===== src/timer16_pkg.sv =====
// Overview of operation
// source select clear: count instruction clock
// timer mode ignores sync control bit
// external counting advances on rising edges
// first falling edge needed after enable
// crystal pin or clock pin per enable
// sync applied after prescaler, not input
// prescaler ripples on selected external clock
// synced mode sleep: count holds, prescaler runs
// async mode counts in sleep, overflow wakes
// async mode gives no capture time base
// count byte reads always valid
// software handles overflow between byte reads
// software stops counter before count writes
// crystal oscillator runs while enabled, sleep too
// software waits for oscillator start-up
// count byte writes clear the prescaler
// power-on reset clears control register
// counts only while run bit set
// wraps to zero, sets overflow flag
package timer16_pkg;
	localparam logic [1:0] ADDR_CONTROL = 2'h0;
	localparam logic [1:0] ADDR_COUNT_LO = 2'h1;
	localparam logic [1:0] ADDR_COUNT_HI = 2'h2;
	localparam logic [1:0] ADDR_STATUS = 2'h3;
	localparam logic [7:0] CONTROL_RESET = 8'h00;
	localparam int BIT_RUN = 0;
	localparam int BIT_SRC = 1;
	localparam int BIT_SYNC_DIS = 2;
	localparam int BIT_OSC_EN = 3;
	localparam int BIT_PS_LO = 4;
	localparam int BIT_OVF = 0;
	localparam logic [1:0] PHASE_LAST = 2'h3;
	localparam logic [15:0] COUNT_MAX = 16'hFFFF;
	localparam logic [15:0] COUNT_RESET = 16'h0000;
	localparam logic [2:0] PRESC_RESET = 3'h0;

	typedef struct packed {
		logic [1:0] unused;
		logic [1:0] prescale;
		logic       crystal_osc_enable;
		logic       ext_sync_disable;
		logic       clock_source_select;
		logic       counter_run;
	} timer_control_s;
endpackage


===== src/timer16.sv =====
// The implementer's own choices: the register addresses and the strobed register port.
`timescale 1ns/1ps
module timer16 (
	input  wire logic       clk,
	input  wire logic       rst,
	input  wire logic       sleep,
	input  wire logic [1:0] addr,
	input  wire logic [7:0] wdata,
	input  wire logic       wr,
	input  wire logic       rd,
	output logic      [7:0] rdata,
	input  wire logic       ext_clock_pin,
	input  wire logic       crystal_input_pin,
	output logic            crystal_output_pin,
	output logic            crystal_output_oe,
	output logic            overflow_flag,
	output logic            wake,
	output logic            timebase_valid,
	output logic     [15:0] count
);
	timer16_pkg::timer_control_s ctrl_reg, ctrl_next;
	logic [15:0] count_reg, count_next;
	logic [2:0]  presc_reg, presc_next;
	logic [1:0]  phase_reg, phase_next;
	logic        ovf_reg, ovf_next;
	logic        armed_reg, armed_next;
	logic [7:0]  rdata_reg, rdata_next;
	logic        s1_reg, s2_reg, s3_reg, lvl_reg, lvl_next;
	logic        osc_reg, osc_next;
	logic        sel_pin, ext_rise, ext_fall, src_tick, presc_out, inc;
	logic        wr_count, async_mode;
	logic [2:0]  presc_mask;

	// crystal amplifier: inverting stage, free of sleep
	always_comb begin
		osc_next = ctrl_reg.crystal_osc_enable & ~crystal_input_pin;
	end

	assign crystal_output_pin = osc_reg;
	assign crystal_output_oe  = ctrl_reg.crystal_osc_enable;

	assign sel_pin = ctrl_reg.crystal_osc_enable ? crystal_input_pin : ext_clock_pin;

	// only s2/s3 agreement updates the level, so a one-sample glitch never counts
	always_comb begin
		lvl_next = (s2_reg == s3_reg) ? s3_reg : lvl_reg;
		ext_rise = (s2_reg == s3_reg) & s3_reg & ~lvl_reg;
		ext_fall = (s2_reg == s3_reg) & ~s3_reg & lvl_reg;
	end

	assign async_mode = ctrl_reg.clock_source_select & ctrl_reg.ext_sync_disable;
	assign wr_count = wr & ((addr == timer16_pkg::ADDR_COUNT_LO) |
		(addr == timer16_pkg::ADDR_COUNT_HI));

	always_comb begin
		phase_next = phase_reg + 2'h1;
		armed_next = armed_reg;
		if (!ctrl_reg.counter_run || !ctrl_reg.clock_source_select) begin
			armed_next = 1'b0;
		end else if (ext_fall) begin
			armed_next = 1'b1;
		end
	end

	// timer mode ignores sync bit; core stopped in sleep
	always_comb begin
		if (!ctrl_reg.clock_source_select) begin
			src_tick = ~sleep & (phase_reg == timer16_pkg::PHASE_LAST);
		end else begin
			src_tick = ext_rise & armed_reg;
		end
	end

	// prescaler models the ripple chain; keeps counting in sleep on the external source, stops in timer mode
	assign presc_mask = (3'h1 << ctrl_reg.prescale) - 3'h1;
	assign presc_out = src_tick & ((presc_reg & presc_mask) == presc_mask);

	// synchroniser sits after the prescaler, stopped in sleep
	assign inc = ctrl_reg.counter_run & presc_out & (async_mode | ~sleep);

	always_comb begin
		presc_next = presc_reg;
		if (wr_count) begin
			presc_next = timer16_pkg::PRESC_RESET;
		end else if (ctrl_reg.counter_run && src_tick) begin
			presc_next = presc_out ? timer16_pkg::PRESC_RESET : presc_reg + 3'h1;
		end
	end

	// a write beats a concurrent increment; see stop-before-write
	always_comb begin
		count_next = count_reg;
		ovf_next = ovf_reg;
		if (inc) begin
			count_next = count_reg + 16'h0001;
		end
		if (wr && addr == timer16_pkg::ADDR_COUNT_LO) begin
			count_next = {count_reg[15:8], wdata};
		end else if (wr && addr == timer16_pkg::ADDR_COUNT_HI) begin
			count_next = {wdata, count_reg[7:0]};
		end
		if (wr && addr == timer16_pkg::ADDR_STATUS && wdata[timer16_pkg::BIT_OVF]) begin
			ovf_next = 1'b0;
		end
		if (inc && !wr_count && count_reg == timer16_pkg::COUNT_MAX) begin
			ovf_next = 1'b1;
		end
	end

	always_comb begin
		ctrl_next = ctrl_reg;
		if (wr && addr == timer16_pkg::ADDR_CONTROL) begin
			ctrl_next = wdata;
			ctrl_next.unused = 2'h0;
		end
	end

	// reads see the registered count one byte at a time; nothing latches the other byte
	always_comb begin
		case (addr)
			timer16_pkg::ADDR_CONTROL:  rdata_next = ctrl_reg;
			timer16_pkg::ADDR_COUNT_LO: rdata_next = count_reg[7:0];
			timer16_pkg::ADDR_COUNT_HI: rdata_next = count_reg[15:8];
			timer16_pkg::ADDR_STATUS:   rdata_next = {7'h00, ovf_reg};
			default:                    rdata_next = 8'h00;
		endcase
		if (!rd) begin
			rdata_next = 8'h00;
		end
	end

	always_ff @(posedge clk) begin
		s1_reg <= sel_pin;
		s2_reg <= s1_reg;
		s3_reg <= s2_reg;
		if (rst) begin
			ctrl_reg  <= timer16_pkg::CONTROL_RESET;
			count_reg <= timer16_pkg::COUNT_RESET;
			presc_reg <= timer16_pkg::PRESC_RESET;
			phase_reg <= 2'h0;
			ovf_reg   <= 1'b0;
			armed_reg <= 1'b0;
			rdata_reg <= 8'h00;
			lvl_reg   <= 1'b0;
			osc_reg   <= 1'b0;
		end else begin
			ctrl_reg  <= ctrl_next;
			count_reg <= count_next;
			presc_reg <= presc_next;
			phase_reg <= phase_next;
			ovf_reg   <= ovf_next;
			armed_reg <= armed_next;
			rdata_reg <= rdata_next;
			lvl_reg   <= lvl_next;
			osc_reg   <= osc_next;
		end
	end

	assign rdata = rdata_reg;
	assign count = count_reg;
	assign overflow_flag = ovf_reg;
	assign wake = ovf_reg & sleep & async_mode;
	assign timebase_valid = ~async_mode;
endmodule // timer16


===== config.mk =====
export PLATFORM = sky130hd
export DESIGN_NAME = timer16
export DESIGN_NICKNAME = d
export VERILOG_FILES = /design/src/timer16_pkg.sv /design/src/timer16.sv
export SDC_FILE = /design/constraint.sdc
export NUM_CORES = 1
export LEC_CHECK = 0
export BUFFER_PORTS_ARGS = -buffer_cell sky130_fd_sc_hd__clkbuf_2
export CELL_PAD_IN_SITES_DETAIL_PLACEMENT = 1
export CELL_PAD_IN_SITES_GLOBAL_PLACEMENT = 2
export CORE_ASPECT_RATIO = 1.2
export CORE_MARGIN = 10
export CORE_UTILIZATION = 26
export DETAILED_ROUTE_END_ITERATION = 8
export GPL_TIMING_DRIVEN = 1
export MAX_ROUTING_LAYER = met4
export PLACE_DENSITY_LB_ADDON = 0.2
export SLEW_MARGIN = 20
export SYNTH_ARGS = -nofsm -noshare
export SYNTH_HDL_FRONTEND = slang
export SYNTH_SLANG_ARGS = --single-unit

===== constraint.sdc =====
create_clock -name clk -period 2.9 [get_ports clk]
set_clock_uncertainty 0.2 [all_clocks]
set_input_delay 0.58 -clock clk [delete_from_list [all_inputs] [get_ports clk]]
set_output_delay 0.58 -clock clk [all_outputs]
set_load 0.02 [all_outputs]

After elaboration in Yosys (flattened, before gate mapping)
Cells that the tools add are included.
- bitwise logic cells: 24
- eq/ne operators: 8
- shifts and indexed selects: 1
- add/subtract/negate cells: 4
- muxes and demuxes: 9
- reduce and logical (&&, ||, !) cells: 21
- operators with widths (cell ; count):
    $mux W16 ; 2
    $pmux W8 S4 ; 1
    $add A16 B1 Y16 const B ; 1
    $eq A16 B16 Y1 const B ; 1
    $and A1 B1 Y1 ; 14
    $logic_and A1 B1 Y1 ; 8
    $mux W8 ; 1
    $not A1 Y1 ; 7
    $eq A2 B2 Y1 const B ; 3
    $reduce_bool A2 Y1 ; 3
    $reduce_or A2 Y1 ; 3
    $mux W1 ; 4
    $reduce_and A2 Y1 ; 2
    $add A3 B1 Y3 const B ; 1
    $and A3 B3 Y3 ; 1
    $eq A3 B3 Y1 ; 1
    $logic_not A1 Y1 ; 3
    $mux W3 ; 1
    $shl A1 B2 Y3 const A ; 1
    $sub A3 B1 Y3 const B ; 1
    $add A2 B1 Y2 const B ; 1
    $eq A2 B1 Y1 const B ; 1
    $logic_not A2 Y1 ; 1
    $ne A2 B2 Y1 const B ; 1
    3 further kinds ; 4
- output and inout port bits: 29
- bits in registers: 42
- bits of input ports: 17
- logic and storage cells: 84

Depth between registers and ports, before layout
- depth in word-level cells: 11
- depth in mapped cells: 10
- gate-level depth less buffers: 7

Least setup slack after synthesis
No wires, ideal clock.
- kind: input to register
- from: input addr[0]
- to: register count_reg[3], in the netlist count[3]
- library setup time: 0.129 ns
- slack: 0.591 ns
- data required time: 2.571 ns
- arrival time: 1.980 ns
- path buffers: 2
- stages: 8
- path through: inv_1 -> ha_1 -> buf_2 -> and2_0 -> clkbuf_1 -> nor2_1 -> a221oi_1 -> nor3_1
- longest elaborated chain between the ends: 4
- elaborated cells between the ends (all ways): 8
- those cells by class: eq/ne (3); mux (1); reduce/logical (4)
- RTL lines (item ; RTL line ; source):
    start, declared ; timer16.sv:7 ; input wire logic [1:0] addr,
    $eq A2 B1 Y1 or $eq A2 B2 Y1 (tied branches) ; timer16.sv:97, timer16.sv:99 ;
    $logic_and A1 B1 Y1, on equally long branches ; timer16.sv:97, timer16.sv:99 ;
    $ne A2 B2 Y1 (no line) or $reduce_bool A2 Y1 (tied branches) ; -- ;
    $reduce_and A2 Y1 (no line) ; -- ;
    end signal, assigned ; timer16.sv:138 ; count_reg <= timer16_pkg::COUNT_RESET;
    end signal, assigned ; timer16.sv:148 ; count_reg <= count_next;
    end, declared ; timer16.sv:22 ; logic [15:0] count_reg, count_next;
Parallel ways exist; a longest one is shown, timed or not.
A chain may end at the register's enable or synchronous reset.

Worst setup path in the final report
- from: register s2_reg
- to: register count_reg[5], in the netlist count[5]
- longest elaborated chain between the ends: 10
- RTL lines (item ; RTL line ; source):
    start, declared ; timer16.sv:28 ; logic s1_reg, s2_reg, s3_reg, lvl_reg, lvl_next;
    start signal, assigned ; timer16.sv:134 ; s2_reg <= s1_reg;
    $eq A1 B1 Y1 ; timer16.sv:47 ; ext_rise = (s2_reg == s3_reg) & s3_reg & ~lvl_reg;
    $and A1 B1 Y1 (2 in a row) ; timer16.sv:47 ;
    $and A1 B1 Y1 ; timer16.sv:70 ; src_tick = ext_rise & armed_reg;
    $mux W1 ; timer16.sv:67 ; if (!ctrl_reg.clock_source_select) begin
    $and A1 B1 Y1 ; timer16.sv:76 ; assign presc_out = src_tick & ((presc_reg & presc_mask) == presc_mask);
    $and A1 B1 Y1 (2 in a row) ; timer16.sv:79 ; assign inc = ctrl_reg.counter_run & presc_out & (async_mode | ~sleep);
    $reduce_bool A2 Y1 (no line) ; -- ;
    $reduce_and A2 Y1 (no line) ; -- ;
Every way passes these cells.

==> results.cfg <==
[synth]
syn_nets = 305
ys_ff_latch = 42
yosys.area_share.simple_pct = 23.7
yosys_warnings = 0
synth_top_family_by_area = compound AO/OA/AOI/OAI gates
synth-seq-area-share_pct = 37.5
synthArstFlopShare_pct = 0
synthMuxAreaShare_pct = 0.948
postSynthAreaPerCell_um2 = 8.07
synth_compound_area_share_pct = 27.1
synth_cell_types = 47
syn_inst = 278
synth_xor_area_share_pct = 1.17
synth_edf_count = 0
synthesis.area_um2 = 2240
synthAdderAreaFrac_pct = 5.58
synthFlopType = dfxtp_1

[layout]
utilization_pct = 32.3
final-instance-count-excl-fill = 445
syn_to_final_growth_pct = 22.8
seqCellArea_um2 = 841
antennaDiodeCount = 0
nets = 354
largest_reg_flops = 16
drive_gt1_share_pct = 22.6
nFillCells = 1096
multi_input_area_um2 = 1310
finalInstanceArea_um2 = 2750

[placement]
globalplace.congestion = 0.835
dpl_cell_area_um2 = 2650
dp_hpwl_um = 6450
post-place-cells = 437
port_buffers = 45
dp_slack_ns = 0.306

[worst_setup_path]
worstSetupPathType = flop to flop
r2r-start = s2_reg
end_kind = flop
worst-r2r-cell-count = 6
cpMaxStageDelayCell = a41oi_1
path_max_fanout = 9
path_cells = ha_1 > and4b_1 > o21a_1 > a41oi_1 > o21ai_0 > a21oi_1
timing.rr.end = count[5]
crit_arrival_ns = 2.36
worst-r2r-setup-slack_ns = 0.57
critical_path.top_delay_family = compound AO/OA/AOI/OAI gates
critPathRequiredTime_ns = 2.93
startpoint_type = flop
worst-path-buf-inv = 0
worst_path_largest_cell_delay_ns = 0.69

[grt]
grt_pass1_wl_um = 13900
grt_pass1_vias = 2520
grt_overflow = 0
grt_usage_pct = 13.9
antenna_found_initial = 0
grt_max_degree = 27

[detailed_routing]
via_count = 2315
drc = 0
drtPass1Iterations = 6
antenna_left = 0
avgRoutedWirePerCell_um = 18.9
via_per_inst = 5.20
wirelength_um = 8430
drt-initial-drc-count = 81

[pwr]
p_switching_uw = 325
pwr-share-clk_pct = 38.4
switching_share_pct = 26.7
p_leak_uw = 0.00107
peakVddDrop_uv = 261
internal_power_uw = 894
power.density_nw_per_um2 = 443
combPwrFrac_pct = 11.7
sequentialPowerShare_pct = 49.9

[sta]
finalMaxSlewViolations = 0
final.period_utilization_pct = 80.2
finalHoldViolCount = 0
tightest_slew_ns = 0.878
setup_viol_count_final = 0
grt_setup_unrepaired = no
slew_headroom_pct = 40.7
fmax_mhz = 430
fin_crit_ns = 2.33
tns_ns = 0
fin_ws_ns = 0.573

[cts]
clkSinkCount = 42
cts_tree = done
cts_buffers = 5
insertion_delay_ns = 0.30
clk_pin_slew_ns = 0.08
cts_resized = 0
hold_buffers = 0
cts.path.max_buffers = 2
h-tree-depth = 2
root_buffer = clkbuf_8
post_cts_buffers = 0

[worst_hold_path]
min_from = s1_reg
hold_depth = 0
worstHoldEndpoint = s2_reg
hold_class = flop to flop

[floorplanning]
core_um2 = 8520
rows = 37
die_area_um2 = 12800
dieWidth_um = 105
boundaryPins = 46
die_h_um = 122
start_util_pct = 26.3

[job]
cap_violations = 0

[outcome]
status = completed
==> Yosys cell counts (2+ instances only) <==
cell type  instances  area share, %
dfxtp_1           42             37
a221oi_1           5            2.0
nand2_1           33            5.5
ha_1              10            5.6
inv_1              8            1.3
o21a_1             3            1.0
nand3_1           20            4.5
clkbuf_1          12            2.0
a21o_1             2           0.67
o31ai_1            6            2.0
nor2_1            27            4.5
nor2b_1            2           0.56
a22oi_1            8            2.7
nor3_1             9            2.0
o21ai_0           15            3.3
a21oi_1           32            7.1
nor4_1             3           0.84
nand4_1            6            1.7
buf_2              3           0.67
xor2_1             2           0.78
a31oi_1            2           0.56
o41ai_1            2           0.78
nor3b_1            2           0.67
==> final cells by class <==
type / instances / share of cell area [%]
Clock buffer: 5 / 2.50
Timing Repair Buffer: 57 / 11.4
Tap cell: 117 / 5.32
Inverter: 8 / 1.09
Clock inverter: 3 / 1.45
Multi-Input combinational cell: 213 / 47.7
Sequential cell: 42 / 30.5
==> through the flow <==
step	total power (uW)	hold slack, ns
3_5_place_dp	766	0.114
3_3_place_gp	765	0.114
5_1_grt	1280	0.153
2_1_floorplan	700	0.110
6_report	1220	0.130
4_1_cts	1240	0.135
==> layout by cell type, fill, tap and decap left out, types with 3 or more instances in the layout <==
master / count
o21a_1: 3
nand3_1: 20
o31ai_1: 6
a22oi_1: 8
nand2_1: 33
dfxtp_1: 42
clkbuf_8: 5
nor4_1: 3
ha_1: 10
nor3_1: 9
o21ai_0: 15
nor2_1: 27
a221oi_1: 5
clkbuf_2: 45
inv_1: 8
a21oi_1: 32
buf_4: 12
nand4_1: 6
==> layer usage <==
layer  global-route usage (%)  part of all wire (%)  routed length, um  up-vias
met1                     16.0                    44               3710     1136
met5                        -                     0                  0        -
met4                     4.90                   2.0                171        0
li1                         -                     -                  -     1121
met2                     23.9                    50               4230       49
met3                     2.32                   3.8                320        9
==> kinds of logic after synthesis <==
group / Yosys count
flip-flops: 42
adder cells (fa/ha/maj): 10
XOR/XNOR: 3
AO/OA/AOI/OAI: 88
multiplexers: 2
AND/OR/NAND/NOR: 110
buffers and inverters: 23
==> power by group through the flow <==
stage               clock network (uW)  registers (uW)  logic [uW]
floorplan                            0             624        75.9
global placement                     0             622         143
detailed placement                   0             622         144
CTS                                487             608         145
global route                       508             611         160
finish                             468             608         143
==> how the worst max path moves through the flow <==
stage / cells past startpoint / end / slack (ns) / startpoint
2_1_floorplan: 8 / count[3] / 0.59 / addr[0]
3_3_place_gp: 7 / count[5] / 0.38 / addr[1]
3_5_place_dp: 7 / count[5] / 0.31 / addr[1]
4_1_cts: 6 / count[5] / 0.59 / s2_reg
6_report: 6 / count[5] / 0.57 / s2_reg
5_1_grt: 6 / count[6] / 0.37 / phase_reg[0]
No activity file was read; power rests on OpenSTA's default activity.
